--- src/shared/cpd_pkg.sv ---
package cpd_pkg;

  // Bus widths
  localparam int ADDR_W = 8;
  localparam int DATA_W = 32;
  localparam int STRB_W = 4;

  // Register byte offsets
  localparam logic [7:0] OFS_CTRL = 8'h00;
  localparam logic [7:0] OFS_COUNT = 8'h04;
  localparam logic [7:0] OFS_STATUS = 8'h08;
  localparam logic [7:0] OFS_MAP0 = 8'h10;
  localparam logic [7:0] MAP_STEP = 8'h04;

  // Control register fields
  localparam int CTRL_FMT_LSB = 0;
  localparam int CTRL_INV_BIT = 2;
  localparam int CTRL_MODE_LSB = 4;
  localparam logic [31:0] CTRL_RESET = 32'h0000_0000;

  // Status register fields
  localparam int ST_PIN_LSB = 0;
  localparam int ST_DIR_BIT = 8;
  localparam int ST_PERR_BIT = 9;
  localparam int ST_FUNC_LSB = 16;

  // Pulse formats
  localparam logic [1:0] FMT_QUAD0 = 2'h0;
  localparam logic [1:0] FMT_DUAL = 2'h1;
  localparam logic [1:0] FMT_QUAD2 = 2'h2;
  localparam logic [1:0] FMT_PDIR = 2'h3;

  // Control modes
  localparam logic [1:0] MODE_POS = 2'h0;
  localparam logic [1:0] MODE_FULL = 2'h1;
  localparam logic [1:0] MODE_VEL = 2'h2;
  localparam logic [1:0] MODE_TRQ = 2'h3;

  // Input pins and functions
  localparam int NPIN = 5;
  localparam int FUNC_W = 4;
  localparam int NFUNC = 16;
  localparam logic [3:0] FN_NONE = 4'h0;
  localparam logic [3:0] FN_NEG_TRAVEL = 4'h1;
  localparam logic [3:0] FN_POS_TRAVEL = 4'h2;
  localparam logic [3:0] FN_SPEED_ZERO = 4'h3;
  localparam logic [3:0] FN_GAIN_SWITCH = 4'h4;
  localparam logic [3:0] FN_SPEED_SEL3 = 4'h5;

  // Pin map register fields: code and normally-closed flag per mode group
  localparam int MAP_POS_LSB = 0;
  localparam int MAP_POS_NC = 4;
  localparam int MAP_VEL_LSB = 8;
  localparam int MAP_VEL_NC = 12;
  localparam int MAP_TRQ_LSB = 16;
  localparam int MAP_TRQ_NC = 20;
  localparam logic [31:0] MAP_MASK = 32'h001F_1F1F;
  localparam logic [NPIN-1:0][31:0] MAP_RESET = '{
    32'h0000_0000,
    32'h0000_0500,
    32'h0004_0404,
    32'h0013_1300,
    32'h0012_1212
  };

  // Timing: least separation of edges on the fast interface
  localparam int CLK_PERIOD_NS = 50;
  localparam int MIN_EDGE_NS = 125;
  localparam int MIN_EDGE_CYC =
    (MIN_EDGE_NS + CLK_PERIOD_NS - 1) / CLK_PERIOD_NS;

  // Bus responses
  localparam logic [1:0] RESP_OKAY = 2'h0;
  localparam logic [1:0] RESP_SLVERR = 2'h2;

  typedef struct packed {
    logic awvalid;
    logic [ADDR_W-1:0] awaddr;
    logic [2:0] awprot;
    logic wvalid;
    logic [DATA_W-1:0] wdata;
    logic [STRB_W-1:0] wstrb;
    logic bready;
    logic arvalid;
    logic [ADDR_W-1:0] araddr;
    logic [2:0] arprot;
    logic rready;
  } cpd_axi_req_t;

  typedef struct packed {
    logic awready;
    logic wready;
    logic bvalid;
    logic [1:0] bresp;
    logic arready;
    logic rvalid;
    logic [DATA_W-1:0] rdata;
    logic [1:0] rresp;
  } cpd_axi_rsp_t;

  typedef struct packed {
    logic aw_ok;
    logic [ADDR_W-1:0] awaddr;
    logic w_ok;
    logic [DATA_W-1:0] wdata;
    logic [STRB_W-1:0] wstrb;
    logic bvalid;
    logic [1:0] bresp;
    logic rvalid;
    logic [DATA_W-1:0] rdata;
    logic [1:0] rresp;
    logic [1:0] fmt;
    logic inv;
    logic [1:0] mode;
    logic [NPIN-1:0][31:0] map;
    logic puls_q;
    logic sign_q;
    logic [31:0] count;
    logic step;
    logic step_neg;
    logic perr;
    logic [NFUNC-1:0] func;
  } cpd_state_t;

endpackage

--- src/cpd_func_sel.sv ---
// Raises one function when any pin carrying its code is in the on state
module cpd_func_sel #(
  parameter logic [3:0] CODE = 4'h1
) (
  // Per-pin state
  input logic [cpd_pkg::NPIN-1:0] pin_on_i,
  input logic [cpd_pkg::NPIN-1:0][3:0] pin_code_i,
  // Result
  output logic active_o
);

  // Several pins may share one function; any of them turns it on
  always_comb begin
    active_o = 1'b0;
    for (int i = 0; i < cpd_pkg::NPIN; i++) begin
      if (pin_code_i[i] == CODE && pin_on_i[i]) begin
        active_o = 1'b1;
      end
    end
  end

endmodule // cpd_func_sel

--- src/cpd_top.sv ---
// What this block does
// Formats 0 and 2 decode quadrature direction.
// Inversion setting swaps quadrature count direction.
// Formats 1 and 3 step on rising edge.
// Quadrature counts every edge, four per cycle.
// Decoder uses only pulse and sign inputs.
// Resolve edges 0.125 us apart, 8 Mpulse/s.
// Any function maps onto any input pin.
// Each input pin's active logic is selectable.
// Pulses ignored in velocity and torque modes.
// Normally-open on when connected; closed opposite.
// Separate pin maps per control mode group.
// Host keeps sign stable, widths within limits.
module cpd_top (
  // Clock and reset
  input logic clk_sys_i,
  input logic sys_rst_i,
  // Register bus
  input cpd_pkg::cpd_axi_req_t axi_req_i,
  output cpd_pkg::cpd_axi_rsp_t axi_rsp_o,
  // Conditioned command inputs
  input logic pulse_i,
  input logic sign_i,
  // General inputs, high when connected to common
  input logic [cpd_pkg::NPIN-1:0] general_input_i,
  // Decoded command
  output logic step_o,
  output logic step_neg_o,
  output logic [31:0] position_count_o,
  // Function outputs, bit index is the function code
  output logic [cpd_pkg::NFUNC-1:0] func_o
);

  cpd_pkg::cpd_state_t s;
  cpd_pkg::cpd_state_t next_s;
  logic pos_mode;
  logic a_ch;
  logic b_ch;
  logic a_lead;
  logic p_rise;
  logic s_rise;
  logic dec_step;
  logic dec_neg;
  logic clear_now;
  logic [cpd_pkg::NPIN-1:0] pin_on;
  logic [cpd_pkg::NPIN-1:0][3:0] pin_code;
  logic [cpd_pkg::NPIN-1:0] pin_nc;
  logic [cpd_pkg::NFUNC-1:0] func_act;
  logic [31:0] ctrl_word;
  logic [31:0] status_word;
  logic [31:0] ctrl_merged;

  // Merge write data into a word under the byte strobes
  function automatic logic [31:0] merge(input logic [31:0] old,
                                        input logic [31:0] data,
                                        input logic [3:0] strb);
    logic [31:0] r;
    r = old;
    for (int b = 0; b < 4; b++) begin
      if (strb[b]) begin
        r[8*b +: 8] = data[8*b +: 8];
      end
    end
    return r;
  endfunction

  // Handshake outputs straight from state
  always_comb begin
    axi_rsp_o.awready = !s.aw_ok && !s.bvalid;
    axi_rsp_o.wready = !s.w_ok && !s.bvalid;
    axi_rsp_o.bvalid = s.bvalid;
    axi_rsp_o.bresp = s.bresp;
    axi_rsp_o.arready = !s.rvalid;
    axi_rsp_o.rvalid = s.rvalid;
    axi_rsp_o.rdata = s.rdata;
    axi_rsp_o.rresp = s.rresp;
  end

  // Readable words built from state; the status word also takes the live pin levels
  always_comb begin
    ctrl_word = 32'h0000_0000;
    ctrl_word[cpd_pkg::CTRL_FMT_LSB +: 2] = s.fmt;
    ctrl_word[cpd_pkg::CTRL_INV_BIT] = s.inv;
    ctrl_word[cpd_pkg::CTRL_MODE_LSB +: 2] = s.mode;
    status_word = 32'h0000_0000;
    status_word[cpd_pkg::ST_PIN_LSB +: cpd_pkg::NPIN] = general_input_i;
    status_word[cpd_pkg::ST_DIR_BIT] = s.step_neg;
    status_word[cpd_pkg::ST_PERR_BIT] = s.perr;
    status_word[cpd_pkg::ST_FUNC_LSB +: cpd_pkg::NFUNC] = s.func;
  end

  // Command decoder; only the pulse and sign lines feed it
  always_comb begin
    pos_mode = (s.mode == cpd_pkg::MODE_POS) ||
               (s.mode == cpd_pkg::MODE_FULL);
    a_ch = pulse_i ^ s.puls_q;
    b_ch = sign_i ^ s.sign_q;
    // A leads B when A moves away from B or B moves onto A
    a_lead = a_ch ? (pulse_i != sign_i) : (sign_i == pulse_i);
    p_rise = pulse_i && !s.puls_q;
    s_rise = sign_i && !s.sign_q;
    dec_step = 1'b0;
    dec_neg = 1'b0;
    case (s.fmt)
      cpd_pkg::FMT_QUAD0, cpd_pkg::FMT_QUAD2: begin
        // Every edge of either phase counts; a double change is lost
        dec_step = a_ch ^ b_ch;
        dec_neg = a_lead ^ s.inv;
      end
      cpd_pkg::FMT_DUAL: begin
        // Pulse line forward, sign line reverse, rising edges only
        dec_step = p_rise ^ s_rise;
        dec_neg = s_rise ^ s.inv;
      end
      cpd_pkg::FMT_PDIR: begin
        // Sign level gives direction, sampled with the rising edge
        dec_step = p_rise;
        dec_neg = sign_i ^ s.inv;
      end
      default: dec_step = 1'b0;
    endcase
    // No position command outside position and full-closed modes
    dec_step = dec_step && pos_mode;
  end

  // Pin map selection by the active control mode
  always_comb begin
    for (int i = 0; i < cpd_pkg::NPIN; i++) begin
      case (s.mode)
        cpd_pkg::MODE_VEL: begin
          pin_code[i] = s.map[i][cpd_pkg::MAP_VEL_LSB +: 4];
          pin_nc[i] = s.map[i][cpd_pkg::MAP_VEL_NC];
        end
        cpd_pkg::MODE_TRQ: begin
          pin_code[i] = s.map[i][cpd_pkg::MAP_TRQ_LSB +: 4];
          pin_nc[i] = s.map[i][cpd_pkg::MAP_TRQ_NC];
        end
        default: begin
          pin_code[i] = s.map[i][cpd_pkg::MAP_POS_LSB +: 4];
          pin_nc[i] = s.map[i][cpd_pkg::MAP_POS_NC];
        end
      endcase
      // Open contact reads off, closed contact flips it
      pin_on[i] = general_input_i[i] ^ pin_nc[i];
    end
  end

  // One selector per function code; code zero means unassigned
  assign func_act[0] = 1'b0;
  for (genvar f = 1; f < cpd_pkg::NFUNC; f++) begin : g_func
    cpd_func_sel #(
      .CODE(4'(f))
    ) u_sel (
      .pin_on_i(pin_on),
      .pin_code_i(pin_code),
      .active_o(func_act[f])
    );
  end

  // Next state: bus slave, counter and input sampling
  always_comb begin
    next_s = s;
    clear_now = 1'b0;
    ctrl_merged = 32'h0000_0000;
    if (s.bvalid && axi_req_i.bready) begin
      next_s.bvalid = 1'b0;
    end
    if (s.rvalid && axi_req_i.rready) begin
      next_s.rvalid = 1'b0;
    end
    // Address and data are taken in either order
    if (axi_req_i.awvalid && axi_rsp_o.awready) begin
      next_s.aw_ok = 1'b1;
      next_s.awaddr = axi_req_i.awaddr;
    end
    if (axi_req_i.wvalid && axi_rsp_o.wready) begin
      next_s.w_ok = 1'b1;
      next_s.wdata = axi_req_i.wdata;
      next_s.wstrb = axi_req_i.wstrb;
    end
    // The write lands once both halves are held
    if (next_s.aw_ok && next_s.w_ok) begin
      next_s.aw_ok = 1'b0;
      next_s.w_ok = 1'b0;
      next_s.bvalid = 1'b1;
      next_s.bresp = cpd_pkg::RESP_OKAY;
      case (next_s.awaddr)
        cpd_pkg::OFS_CTRL: begin
          // Merge first: a function result cannot be sliced directly
          ctrl_merged = merge(ctrl_word, next_s.wdata, next_s.wstrb);
          next_s.fmt = ctrl_merged[cpd_pkg::CTRL_FMT_LSB +: 2];
          next_s.inv = ctrl_merged[cpd_pkg::CTRL_INV_BIT];
          next_s.mode = ctrl_merged[cpd_pkg::CTRL_MODE_LSB +: 2];
        end
        cpd_pkg::OFS_COUNT: begin
          clear_now = |next_s.wstrb;
        end
        cpd_pkg::OFS_STATUS: begin
          // Phase error is write-one-to-clear
          if (next_s.wstrb[1] && next_s.wdata[cpd_pkg::ST_PERR_BIT]) begin
            next_s.perr = 1'b0;
          end
        end
        default: begin
          next_s.bresp = cpd_pkg::RESP_SLVERR;
          for (int i = 0; i < cpd_pkg::NPIN; i++) begin
            if (next_s.awaddr == cpd_pkg::OFS_MAP0 +
                8'(i) * cpd_pkg::MAP_STEP) begin
              next_s.bresp = cpd_pkg::RESP_OKAY;
              next_s.map[i] = merge(s.map[i], next_s.wdata,
                                    next_s.wstrb) & cpd_pkg::MAP_MASK;
            end
          end
        end
      endcase
    end
    // Reads answer from current state; unmapped reads give zero and error
    if (axi_req_i.arvalid && axi_rsp_o.arready) begin
      next_s.rvalid = 1'b1;
      next_s.rresp = cpd_pkg::RESP_OKAY;
      case (axi_req_i.araddr)
        cpd_pkg::OFS_CTRL: next_s.rdata = ctrl_word;
        cpd_pkg::OFS_COUNT: next_s.rdata = s.count;
        cpd_pkg::OFS_STATUS: next_s.rdata = status_word;
        default: begin
          next_s.rdata = 32'h0000_0000;
          next_s.rresp = cpd_pkg::RESP_SLVERR;
          for (int i = 0; i < cpd_pkg::NPIN; i++) begin
            if (axi_req_i.araddr == cpd_pkg::OFS_MAP0 +
                8'(i) * cpd_pkg::MAP_STEP) begin
              next_s.rdata = s.map[i];
              next_s.rresp = cpd_pkg::RESP_OKAY;
            end
          end
        end
      endcase
    end
    // Sample every cycle: at 50 ns each 125 ns edge is seen once
    next_s.puls_q = pulse_i;
    next_s.sign_q = sign_i;
    next_s.step = dec_step;
    if (dec_step) begin
      next_s.step_neg = dec_neg;
    end
    // A step in the clearing cycle still counts from zero
    if (clear_now) begin
      next_s.count = 32'h0000_0000;
    end
    if (dec_step) begin
      next_s.count = next_s.count + (dec_neg ? 32'hFFFF_FFFF : 32'h0000_0001);
    end
    // Both quadrature phases moving in one sample is an illegal step
    if (pos_mode && a_ch && b_ch &&
        (s.fmt == cpd_pkg::FMT_QUAD0 || s.fmt == cpd_pkg::FMT_QUAD2)) begin
      next_s.perr = 1'b1;
    end
    next_s.func = func_act;
  end

  // State register
  always_ff @(posedge clk_sys_i or posedge sys_rst_i) begin
    if (sys_rst_i) begin
      s <= '0;
      s.fmt <= cpd_pkg::CTRL_RESET[cpd_pkg::CTRL_FMT_LSB +: 2];
      s.map <= cpd_pkg::MAP_RESET;
    end else begin
      s <= next_s;
    end
  end

  assign step_o = s.step;
  assign step_neg_o = s.step_neg;
  assign position_count_o = s.count;
  assign func_o = s.func;

  // Checks on bus write answer, decoder and pin mapping
  logic quad_fmt;
  assign quad_fmt = (s.fmt == cpd_pkg::FMT_QUAD0) ||
                    (s.fmt == cpd_pkg::FMT_QUAD2);
endmodule // cpd_top

--- config.mk ---
export PLATFORM = sky130hd
export DESIGN_NAME = cpd_top
export DESIGN_NICKNAME = d
export VERILOG_FILES = /design/src/shared/cpd_pkg.sv /design/src/cpd_func_sel.sv /design/src/cpd_top.sv
export SDC_FILE = /design/constraint.sdc
export NUM_CORES = 1
export LEC_CHECK = 0
export BUFFER_PORTS_ARGS = -buffer_cell sky130_fd_sc_hd__buf_4
export CAP_MARGIN = 20
export CORE_ASPECT_RATIO = 0.6
export CORE_MARGIN = 1
export CORE_UTILIZATION = 35
export CTS_CLUSTER_DIAMETER = 150
export DETAILED_ROUTE_END_ITERATION = 8
export PLACE_DENSITY = 0.62
export SYNTH_ARGS = -nofsm -noshare
export SYNTH_HDL_FRONTEND = slang
export SYNTH_HIERARCHICAL = 1
export SYNTH_SLANG_ARGS = --single-unit
--- constraint.sdc ---
create_clock -name clk_sys_i -period 11 [get_ports clk_sys_i]
set_clock_uncertainty 0.1 [all_clocks]
set_input_delay 1.65 -clock clk_sys_i [delete_from_list [all_inputs] [get_ports clk_sys_i]]
set_output_delay 1.65 -clock clk_sys_i [all_outputs]
set_load 0.1 [all_outputs]
==> metrics.md, run 1 <==
| Metric | Value |
|---|---|
| Post-cts repair resize count | `0` |
| Setup Crit Path Kind | `in2reg` |
| Detailed-router iteration count before antenna repair | `5` |
| I/O Buffers | `137` |
| Number of enable flip-flop cells after synthesis | `0` |
| Worst-case register-to-register setup slack | `5680 ps` |
| Floorplan die width | `244 µm` |
| Number of buffers between clock root and the deepest sink | `2` |
| Standby leakage power | `0.00642 µW` |
| Crit path from | `axi_req_i[50]` |
| Ratio of cells with drive above 1 in the final layout | `between 20% and 30%` |
| Drt first-iter violations | `about 1,000` |
| Total number of vias | `approximately 10,000` |
| Post CTS Setup Buffer Count | `0` |
| Gate count of the mapped netlist | `roughly 1,300` |
| Worst-case headroom to the max-slew limit | `between 10% and 20%` |
| Setup repair after global routing missed its margin | `false` |
| Total core area | `approximately 0.034 mm²` |
| DP Area | `around 0.013 mm²` |
| HPWL after detailed placement | `28,100 µm` |
| Number of vias per cell after detailed routing | `between 5 and 6` |
| Global-route wire length before repair | `a little under 60,000 µm` |
| Placed Instances | `roughly 1,800` |
| Capture point of the worst path | `position_count_o[31]` |
| Data required time at the worst endpoint | `between 10,000 and 15,000 ps` |
| Path type of the worst min-delay path | `reg2reg` |
| Max frequency | `between 150 and 200 MHz` |
| Fin cells | `1,800` |
| Clk slew on worst S/H paths | `~80 ps` |
| Worst slack at placement | `between 4000 and 5000 ps` |
| Yosys warning count | `6` |
| Post-synthesis sequential area ratio | `40.3%` |
| Number of global-route vias before repair | `between 9,000 and 10,000` |
| Clock share of power | `17.6%` |
| TritonCTS clock tree | `done` |
| Worst vdd ir | `between 200 and 250 µV` |
| Final net count | `1,436` |
| Count of state elements after synthesis | `between 150 and 200` |
| Starting Density | `36.1%` |
| DRT antenna net count | `0` |
| Clock Latency Late Sink | `approximately 460 ps` |
| Power density normalized to cell area | `276 mW/mm²` |
| Internal portion of total power | `1950 µW` |
| Setup slack after layout | `4940 ps` |
| Result of the run | `completed` |
| Number of hold violations in the final report | `0` |
| Number of distinct library cell variants in the gate-level netlist after synthesis | `just under 70` |
| Die span in y | `approximately 150 µm` |
| Fin crit share | `55.1%` |
| Most area-consuming cells after synthesis | `sky130_fd_sc_hd__dfrtp_1 (37%), sky130_fd_sc_hd__mux2_2 (10%), sky130_fd_sc_hd__buf_4 (5.3%)` |
| Main flop type after synthesis | `sky130_fd_sc_hd__dfrtp_1` |
| P&R area growth vs syn | `14.2%` |
| Overflow left after global routing | `0` |
| Proportion of netlist area held by the largest area contributor | `between 30 and 40%` |
| Final RePlAce weighted congestion | `0.952` |
| Type of element capturing the critical path | `register` |
| Per-cell routed wire length | `between 20 and 25 µm` |
| MaxCap Viol Count | `0` |
| NetSw | `1950 µW` |
| Number of primary I/O pins | `163` |
| Dominant cell by count in the synthesized netlist | `sky130_fd_sc_hd__dfrtp_1` |
| # setup viols final | `0` |
| Standard-cell rows | `52` |
| Sum Neg Setup Slack | `0 ps` |
| Die outline area | `0.0360 mm²` |
| FF-to-FF End | `position_count_o[31]` |
| Net Sw Frac | `~50%` |
| Hold Worst Slack | `roughly 390 ps` |
| Sequential Power Share | `between 20 and 30%` |
| Cell taking the most area after synthesis | `sky130_fd_sc_hd__dfrtp_1` |
| Share of synthesized registers carrying an async set or reset | `100%` |
| CTS Hold Bufs | `0` |
| Total standard cell area after synthesis | `roughly 0.012 mm²` |
| Syn_area_per_cell | `9.75 µm²` |
| Min Clock Period, post-route | `6060 ps` |
| Number of pins with negative max-slew slack in the final report | `0` |
| Initial antenna violation count | `0` |
| Total routing resource utilization after global routing | `between 20% and 30%` |
| Pin count of the biggest net entering global routing | `around 120` |
| CTS buffer count | `17` |
| Count of H-tree levels built during CTS | `4` |
| Final Cell Area | `between 0.01 and 0.015 mm²` |
| Top cell types by occurrence after synthesis | `sky130_fd_sc_hd__dfrtp_1 (181), sky130_fd_sc_hd__nand2_1 (119), sky130_fd_sc_hd__mux2_2 (114), sky130_fd_sc_hd__nor2_1 (89), sky130_fd_sc_hd__buf_4 (87)` |
| Final routed DRC violation total | `0` |
| Combinational Power Share | `55.0%` |
| Antenna Diode Count | `0` |
| Arr. time, crit path | `6350 ps` |
| R2R Path Start | `axi_rsp_o[38]` |
| Buffer type at the clock tree root | `sky130_fd_sc_hd__clkbuf_16` |
| Wirelength, routed | `37,800 µm` |
| Transition time of the tightest slew-check pin | `around 1200 ps` |
| Worst Reg2Reg Path Length in Cells | `16` |
| Maximum fanout along the worst path | `36` |
| Kind of start point of the critical path | `input pin` |
| Total clock sinks | `198` |
==> flip-flops by register name (all words and copies together) (netlist names) <==
register and count:
axi_rsp_o 36, ctrl_word 5, func_o 15, position_count_o 32, s 108, step_neg_o 1
step_o 1
==> power groups by stage <==
stage | Clock, µW | Sequential [µW] | Combinational (µW)
after global routing | 729 | 1090 | 2300
final | 684 | 1070 | 2140
after floorplan | 0 | 1020 | 1720
after detailed placement | 0 | 1080 | 2100
after global placement | 0 | 1080 | 2060
after CTS | 701 | 1070 | 2110
==> layout by cell type, fill, tap and decap left out, types with 17 or more instances in the layout <==
| cell | count |
|---|---|
| sky130_fd_sc_hd__dfrtp_1 | 181 |
| sky130_fd_sc_hd__buf_4 | 172 |
| sky130_fd_sc_hd__nand2_1 | 118 |
| sky130_fd_sc_hd__mux2_2 | 114 |
| sky130_fd_sc_hd__nor2_1 | 89 |
| sky130_fd_sc_hd__o21ai_0 | 67 |
| sky130_fd_sc_hd__a21oi_1 | 58 |
| sky130_fd_sc_hd__mux2i_1 | 45 |
| sky130_fd_sc_hd__ha_1 | 35 |
| sky130_fd_sc_hd__nand4_1 | 34 |
| sky130_fd_sc_hd__and2_1 | 34 |
| sky130_fd_sc_hd__inv_1 | 26 |
| sky130_fd_sc_hd__nand4b_1 | 23 |
| sky130_fd_sc_hd__a21o_1 | 23 |
| sky130_fd_sc_hd__xor2_1 | 21 |
| sky130_fd_sc_hd__clkbuf_16 | 17 |
| sky130_fd_sc_hd__dfstp_2 | 17 |
==> worst min path at each step <==
stage,start,to,slack (ps),cells past startpoint
2_1_floorplan,axi_rsp_o[1],axi_rsp_o[1],340,2
3_3_place_gp,axi_rsp_o[26],axi_rsp_o[26],360,2
3_5_place_dp,axi_rsp_o[29],axi_rsp_o[29],370,2
4_1_cts,axi_rsp_o[29],axi_rsp_o[29],390,2
5_1_grt,axi_rsp_o[7],axi_rsp_o[7],410,2
6_report,axi_rsp_o[11],axi_rsp_o[11],390,1
==> layer usage <==
metal	global-route usage, %	part of all wire (%)	up-vias
met1	32.1	48	5009
met2	29.3	41	436
met4	7.38	2.8	0
met3	4.18	8.6	60
li1	-	-	4701
met5	0	0	-
==> kinds of logic (layout without fill, tap and decap cells) <==
family                     count (synthesis)  in the layout  share of synthesized area (%)
other                                      1              3                         0.0304
buffers and inverters                    160            233                           7.53
xor gates and xnor gates                  34             34                           2.41
muxes                                    160            160                           14.2
DFF                                      198            198                           40.3
AOI/OAI and AO/OA                        256            256                           13.6
and+or+nand+nor                          421            421                           18.3
adders and majority gates                 36             36                           3.71
==> worst max-delay path, cell delays in order <==
cell and delay, ps:
sky130_fd_sc_hd__buf_4 80, sky130_fd_sc_hd__nor3b_2 140, sky130_fd_sc_hd__buf_4 340, sky130_fd_sc_hd__mux2_4 350
sky130_fd_sc_hd__or4_1 470, sky130_fd_sc_hd__buf_4 270, sky130_fd_sc_hd__and2_1 220, sky130_fd_sc_hd__ha_1 380
sky130_fd_sc_hd__a21oi_1 180, sky130_fd_sc_hd__o211ai_1 150, sky130_fd_sc_hd__a2111oi_0 690, sky130_fd_sc_hd__o21ai_0 180
sky130_fd_sc_hd__a221oi_1 330, sky130_fd_sc_hd__o21ai_2 140, sky130_fd_sc_hd__a221oi_2 280, sky130_fd_sc_hd__mux2i_1 310
sky130_fd_sc_hd__xor2_1 170
==> metrics by stage <==
stage	utilization, %	total power [µW]
detailed placement	39.1	3180
global placement	39.0	3140
floorplan	-	2740
finish	41.2	3890
global route	41.2	4120
CTS	40.9	3870
==> area by class of cell <==
type	count	area (µm²)
tap	459	574
timing repair buffer	173	1320
inverter	28	113
clock buffer	18	429
sequential	198	4980
fill	3362	20100
multi-input combinational	910	6470
clock inverter	14	208
Power figures use the tool's default switching activity.
==> inputs of run 2 (changes only) <==
==> constraint.sdc (replaced) <==
create_clock -name clk_sys_i -period 6.2 [get_ports clk_sys_i]
set_clock_uncertainty 0.1 [all_clocks]
set_input_delay 0.93 -clock clk_sys_i [delete_from_list [all_inputs] [get_ports clk_sys_i]]
set_output_delay 0.93 -clock clk_sys_i [all_outputs]
set_load 0.1 [all_outputs]
==> run 2 against run 1 <==
Against the previous run: via count increased by 2.0%; critical endpoint is now position_count_o[30]; sequential power increased by 78%; global-route usage is 0.34 points higher; largest power group unchanged.
==> metrics.md, run 2 (synthesis gave the netlist of run 1 again) <==
| Metric | Value |
|---|---|
| Result of the run | `completed (unchanged)` |
| Fillcell total | `3,381 (was 3,362)` |
| Detailed-router iteration count before antenna repair | `5 (unchanged)` |
| Power density normalized to cell area | `486 mW/mm² (was 276 mW/mm²)` |
| Arr. time, crit path | `5460 ps (was 6350 ps)` |
| Register name with the most flops | `s (unchanged)` |
| Maximum fanout along the worst path | `9 (was 36)` |
| Standby leakage power | `0.00642 µW (about the same)` |
| Transition time of the tightest slew-check pin | `1190 ps (was 1240 ps)` |
| Wirelength, routed | `38,600 µm (was 37,800 µm)` |
| Post CTS Setup Buffer Count | `0 (unchanged)` |
| Starting Density | `36.1% (unchanged)` |
| Antenna Diode Count | `0 (unchanged)` |
| Worst vdd ir | `419 µV (was 226 µV)` |
| Total routing resource utilization after global routing | `21.4% (was 21.1%)` |
| Internal portion of total power | `3390 µW (was 1950 µW)` |
| Buffer type at the clock tree root | `sky130_fd_sc_hd__clkbuf_16 (unchanged)` |
| Number of global-route vias before repair | `9,618 (was 9,632)` |
| Max frequency | `about 190 MHz` |
| MaxCap Viol Count | `0 (unchanged)` |
| Number of primary I/O pins | `163 (unchanged)` |
| Overflow left after global routing | `0 (unchanged)` |
| Path type of the worst min-delay path | `reg2reg (unchanged)` |
| Pin count of the biggest net entering global routing | `112 (was 121)` |
| Ratio of cells with drive above 1 in the final layout | `26.6% (was 26.2%)` |
| Final routed DRC violation total | `0 (unchanged)` |
| Count of H-tree levels built during CTS | `4 (unchanged)` |
| Fin crit share | `between 80% and 90%` |
| Setup repair after global routing missed its margin | `false (unchanged)` |
| Number of vias per cell after detailed routing | `5.77 (was 5.67)` |
| Total number of vias | `10,400 (was 10,200)` |
| Floorplan die width | `244 µm (unchanged)` |
| Commonest non-fill, non-tap cell in the layout | `sky130_fd_sc_hd__dfrtp_1 (unchanged)` |
| Final RePlAce weighted congestion | `0.935 (was 0.952)` |
| Combinational Power Share | `56.2% (was 55.0%)` |
| TritonCTS clock tree | `done (unchanged)` |
| Number of pins with negative max-slew slack in the final report | `0 (unchanged)` |
| I/O Buffers | `137 (unchanged)` |
| Post-cts repair resize count | `0 (unchanged)` |
| CTS buffer count | `17 (unchanged)` |
| Amount of wire on met2 after detailed routing | `16,200 µm (was 15,500 µm)` |
| Per-cell routed wire length | `21.4 µm (was 21.0 µm)` |
| HPWL after detailed placement | `28,900 µm (was 28,100 µm)` |
| Highest-count cells in the layout ignoring fill and taps | `sky130_fd_sc_hd__dfrtp_1 (181), sky130_fd_sc_hd__buf_4 (176), sky130_fd_sc_hd__nand2_1 (118), sky130_fd_sc_hd__mux2_2 (114), sky130_fd_sc_hd__nor2_1 (89) (was sky130_fd_sc_hd__dfrtp_1 (181), sky130_fd_sc_hd__buf_4 (172), sky130_fd_sc_hd__nand2_1 (118), sky130_fd_sc_hd__mux2_2 (114), sky130_fd_sc_hd__nor2_1 (89))` |
| Number of buffers between clock root and the deepest sink | `2 (unchanged)` |
| Setup Crit Path Kind | `in2reg (unchanged)` |
| Global-route wire length before repair | `58,900 µm (was 57,800 µm)` |
| Number of hold violations in the final report | `0 (unchanged)` |
| Total power of the final layout | `6850 µW (was 3890 µW)` |
| Initial antenna violation count | `0 (unchanged)` |
| Die span in y | `147 µm (unchanged)` |
| DRT antenna net count | `0 (unchanged)` |
| Net Sw Frac | `50.5% (was 50.0%)` |
| Min Clock Period, post-route | `approximately 5200 ps` |
| P&R area growth vs syn | `14.1% (was 14.2%)` |
| Clock Latency Late Sink | `460 ps (about the same)` |
| Total core area | `0.0342 mm² (unchanged)` |
| Wire length on met1 | `18,500 µm (was 18,000 µm)` |
| Final net count | `1,442 (was 1,436)` |
| Worst-case headroom to the max-slew limit | `20.3% (was 17.6%)` |
| NetSw | `3460 µW (was 1950 µW)` |
| Uppermost metal layer occupied by signal nets | `met4 (unchanged)` |
| Met3 WL post-DR | `3350 µm (was 3250 µm)` |
| Total clock sinks | `198 (unchanged)` |
| Kind of start point of the critical path | `input pin (unchanged)` |
| Standard-cell rows | `52 (unchanged)` |
| Sequential Power Share | `27.7% (was 27.5%)` |
| Data required time at the worst endpoint | `6490 ps (was 11,290 ps)` |
| Die outline area | `0.0360 mm² (unchanged)` |
| Sum Neg Setup Slack | `0 ps (unchanged)` |
| Number of flip-flops under the largest register name | `108 (unchanged)` |
| CTS Hold Bufs | `0 (unchanged)` |
| Clock share of power | `16.1% (was 17.6%)` |
| Clk slew on worst S/H paths | `70 ps (was 80 ps)` |
| Type of element capturing the critical path | `register (unchanged)` |
| # setup viols final | `0 (unchanged)` |
| Drt first-iter violations | `1,350 (was 1,011)` |
-- run 2: critical path, cell delays in order --
cell	delay, ps
sky130_fd_sc_hd__buf_4	120
sky130_fd_sc_hd__ha_1	330
sky130_fd_sc_hd__xor2_1	190
sky130_fd_sc_hd__xnor2_1	120
sky130_fd_sc_hd__mux2i_1	220
sky130_fd_sc_hd__xor2_2	570
sky130_fd_sc_hd__inv_1	190
sky130_fd_sc_hd__fa_1	440
sky130_fd_sc_hd__nor2b_1	110
sky130_fd_sc_hd__o21ai_0	110
sky130_fd_sc_hd__a21oi_1	260
sky130_fd_sc_hd__a21oi_1	160
sky130_fd_sc_hd__o31ai_1	670
sky130_fd_sc_hd__a31o_2	340
sky130_fd_sc_hd__a21oi_1	130
sky130_fd_sc_hd__or4_1	470
sky130_fd_sc_hd__nand3_1	90
-- run 2: power by group through the flow --
stage                     Sequential [µW]  Combinational (µW)  Clock [µW]
after floorplan                      1810                3050           0
after CTS                            1900                3780        1130
after global routing                 1930                4100        1180
after global placement               1910                3690           0
final                                1900                3840        1100
after detailed placement             1920                3770           0
-- run 2: per-layer routing --
layer | vias to the layer above | track usage (%)
li1 | 4716 | -
met1 | 5206 | 32.8
met2 | 455 | 30.4
met3 | 35 | 3.99
met4 | 0 | 6.03
met5 | - | 0
-- run 2: cell type report --
cell class                 instances  area (µm²)  share of cell area, %
clock inverter                    13         123                  0.871
clock buffer                      19         443                   3.15
multi-input combinational        910        6480                   46.0
sequential                       198        4980                   35.3
timing repair buffer             179        1380                   9.77
tap                              459         574                   4.08
inverter                          28         109                  0.773
-- run 2: worst paths after layout --
check / startpoint / end / slack [ps] / cells past startpoint
max: pulse_i / position_count_o[30] / 1030 / 17
min: axi_rsp_o[21] / axi_rsp_o[21] / 380 / 1
max reg2reg: axi_rsp_o[38] / position_count_o[30] / 1190 / 16
min reg2reg: axi_rsp_o[21] / axi_rsp_o[21] / 380 / 1
max in group asynchronous: sys_rst_i / position_count_o[8] / 4310 / 3
min in group asynchronous: sys_rst_i / func_o[13] / 480 / 2
-- run 2: metrics by stage --
step	instance area, µm²	cells	utilization (%)	setup slack, ps	hold WS (ps)
finish	14100	1806	41.1	1030	382
global placement	13400	1761	39.2	732	364
CTS	14000	1796	40.9	1090	388
floorplan	12400	1268	-	488	344
global route	14100	1806	41.1	752	403
detailed placement	13400	1764	39.3	598	371
==> inputs of run 3 (changes only) <==
==> constraint.sdc (replaced) <==
create_clock -name clk_sys_i -period 5.2 [get_ports clk_sys_i]
set_clock_uncertainty 0.1 [all_clocks]
set_input_delay 0.78 -clock clk_sys_i [delete_from_list [all_inputs] [get_ports clk_sys_i]]
set_output_delay 0.78 -clock clk_sys_i [all_outputs]
set_load 0.1 [all_outputs]
==> run 3 against run 2 <==
Against the previous run: power grew 23%; hold slack lost 17 ps; highest routed layer unchanged; clock-buffer cell count shrank 1; setup slack lost 540 ps.
==> metrics.md, run 3 (synthesis gave the netlist of run 1 again) <==
| Metric | Value |
|---|---|
| Antenna Diode Count | `0 (unchanged)` |
| Type of element capturing the critical path | `register (unchanged)` |
| Fin crit share | `90.7%` |
| Clock Latency Late Sink | `470 ps (was 460 ps)` |
| Number of primary I/O pins | `163 (unchanged)` |
| Pin count of the biggest net entering global routing | `142 (was 112)` |
| R2R Path Start | `axi_rsp_o[38] (unchanged)` |
| Clk slew on worst S/H paths | `80 ps (was 70 ps)` |
| CTS Hold Bufs | `0 (unchanged)` |
| Total routing resource utilization after global routing | `22.6% (was 21.4%)` |
| DRT antenna net count | `0 (unchanged)` |
| Starting Density | `36.1% (unchanged)` |
| Maximum fanout along the worst path | `23 (was 9)` |
| FF-to-FF End | `position_count_o[31] (was position_count_o[30])` |
| Commonest non-fill, non-tap cell in the layout | `sky130_fd_sc_hd__buf_4 (was sky130_fd_sc_hd__dfrtp_1)` |
| Post CTS Setup Buffer Count | `0 (unchanged)` |
| Max frequency | `around 210 MHz` |
| Die outline area | `0.0360 mm² (unchanged)` |
| Worst-path cell with the longest stage delay | `sky130_fd_sc_hd__or4_1 (was sky130_fd_sc_hd__o31ai_1)` |
| Drt first-iter violations | `1,139 (was 1,350)` |
| Total power of the final layout | `8410 µW (was 6850 µW)` |
| Buffer type at the clock tree root | `sky130_fd_sc_hd__clkbuf_16 (unchanged)` |
| Worst Reg2Reg Path Length in Cells | `16 (unchanged)` |
| Standby leakage power | `0.00651 µW (was 0.00642 µW)` |
| TritonCTS clock tree | `done (unchanged)` |
| Sum Neg Setup Slack | `0 ps (unchanged)` |
| P&R area growth vs syn | `15.4% (was 14.1%)` |
| Arr. time, crit path | `5000 ps (was 5460 ps)` |
| Fin cells | `1,820 (was 1,806)` |
| Total core area | `0.0342 mm² (unchanged)` |
| Overflow left after global routing | `0 (unchanged)` |
| Path type of the worst min-delay path | `in2async (was reg2reg)` |
| Wirelength, routed | `40,200 µm (was 38,600 µm)` |
| Floorplan die width | `244 µm (unchanged)` |
| Number of pins with negative max-slew slack in the final report | `0 (unchanged)` |
| Count of H-tree levels built during CTS | `4 (unchanged)` |
| Setup Crit Path Kind | `reg2reg (was in2reg)` |
| Data required time at the worst endpoint | `5480 ps (was 6490 ps)` |
| Per-cell routed wire length | `22.1 µm (was 21.4 µm)` |
| MaxCap Viol Count | `0 (unchanged)` |
| Highest-count cells in the layout ignoring fill and taps | `sky130_fd_sc_hd__buf_4 (189), sky130_fd_sc_hd__dfrtp_1 (181), sky130_fd_sc_hd__nand2_1 (118), sky130_fd_sc_hd__mux2_2 (114), sky130_fd_sc_hd__nor2_1 (89) (was sky130_fd_sc_hd__dfrtp_1 (181), sky130_fd_sc_hd__buf_4 (176), sky130_fd_sc_hd__nand2_1 (118), sky130_fd_sc_hd__mux2_2 (114), sky130_fd_sc_hd__nor2_1 (89))` |
| Global-route wire length before repair | `61,100 µm (was 58,900 µm)` |
| Initial antenna violation count | `2 (was 0)` |
| # setup viols final | `0 (unchanged)` |
| Number of global-route vias before repair | `9,614 (was 9,618)` |
| Number of hold violations in the final report | `0 (unchanged)` |
| I/O Buffers | `137 (unchanged)` |
| Setup repair after global routing missed its margin | `false (unchanged)` |
| Total number of vias | `10,400 (about the same)` |
| Worst-case register-to-register setup slack | `480 ps (was 1190 ps)` |
| HPWL after detailed placement | `30,100 µm (was 28,900 µm)` |
| Number of flip-flops under the largest register name | `108 (unchanged)` |
| Min Clock Period, post-route | `4720 ps` |
| Delay of the slowest cell on the worst path | `530 ps (was 670 ps)` |
| Register name with the most flops | `s (unchanged)` |
| Crit path from | `axi_rsp_o[38] (was pulse_i)` |
| Final net count | `1,456 (was 1,442)` |
| Power density normalized to cell area | `591 mW/mm² (was 486 mW/mm²)` |
| Worst-case headroom to the max-slew limit | `23.6% (was 20.3%)` |
| Transition time of the tightest slew-check pin | `1150 ps (was 1190 ps)` |
| Worst vdd ir | `481 µV (was 419 µV)` |
| Kind of start point of the critical path | `register (was input pin)` |
| CTS buffer count | `17 (unchanged)` |
| Fillcell total | `3,369 (was 3,381)` |
| Final routed DRC violation total | `0 (unchanged)` |
| Placed Instances | `1,781 (was 1,764)` |
| Post-cts repair resize count | `0 (unchanged)` |
| Final RePlAce weighted congestion | `0.944 (was 0.935)` |
| Die span in y | `147 µm (unchanged)` |
| Ratio of cells with drive above 1 in the final layout | `27.4% (was 26.6%)` |
| Result of the run | `completed (unchanged)` |
| Detailed-router iteration count before antenna repair | `6 (was 5)` |
| Standard-cell rows | `52 (unchanged)` |
| Total clock sinks | `198 (unchanged)` |
| Cell breakdown of the critical path | `nor3b_2, mux2_4, or4_1, buf_12, and2_1, ha_1, nand2_1, o211ai_1, a2111oi_0, buf_4, o21ai_0, a221oi_1, o21ai_2, a221oi_2, mux2i_1, xor2_1 (was buf_4, ha_1, xor2_1, xnor2_1, mux2i_1, xor2_2, inv_1, fa_1, nor2b_1, o21ai_0, a21oi_1, a21oi_1, o31ai_1, a31o_2, a21oi_1, or4_1, nand3_1)` |
| Number of buffers between clock root and the deepest sink | `2 (unchanged)` |
| Number of vias per cell after detailed routing | `5.70 (was 5.77)` |
run 3: how the worst max path moves through the flow:
stage | end | slack, ps | cells after the start
floorplan | position_count_o[31] | 180 | 15
global placement | position_count_o[31] | 120 | 17
detailed placement | position_count_o[31] | 200 | 17
CTS | position_count_o[31] | 520 | 16
global route | position_count_o[31] | 160 | 16
finish | position_count_o[31] | 480 | 16
run 3: final cells by class:
type,instances,area (µm²),area share [%]
timing repair buffer,193,1480,10.4
inverter,28,109,0.764
multi-input combinational,910,6470,45.5
clock buffer,18,439,3.08
sequential,198,4980,34.9
tap,459,574,4.03
clock inverter,14,185,1.30
run 3: through the flow:
step                      hold slack (ps)  area [µm²]  worst slack [ps]  util (%)
after floorplan                       344       12400               181         -
after global placement                362       13600               117      39.6
after detailed placement              371       13600               197      39.6
after CTS                             337       14200               515      41.5
after global routing                  337       14200               164      41.6
final                                 365       14200               482      41.6
run 3: per-layer routing:
| layer | vias up | share of wire [%] | wire [µm] | global-route usage (%) |
|---|---|---|---|---|
| met2 | 497 | 39 | 15800 | 29.4 |
| li1 | 4755 | - | - | - |
| met1 | 5078 | 50 | 20000 | 36.0 |
| met3 | 38 | 9.5 | 3820 | 6.39 |
| met5 | - | 0 | 0 | 0 |
| met4 | 0 | 1.2 | 482 | 4.19 |
run 3: where the power goes:
group	switching (µW)	internal [µW]	total [µW]
sequential	377	1910	2290
clock	686	747	1430
combinational	3170	1520	4690
run 3: worst max-delay path, delay by kind of cell, from the launching register on:
kind,cells,cell delay (ps)
compound gates,6,1480
flops,1,480
xor+xnor,1,150
fa+ha+maj,1,380
buf+inv,2,370
mux,2,580
simple gates,4,1090
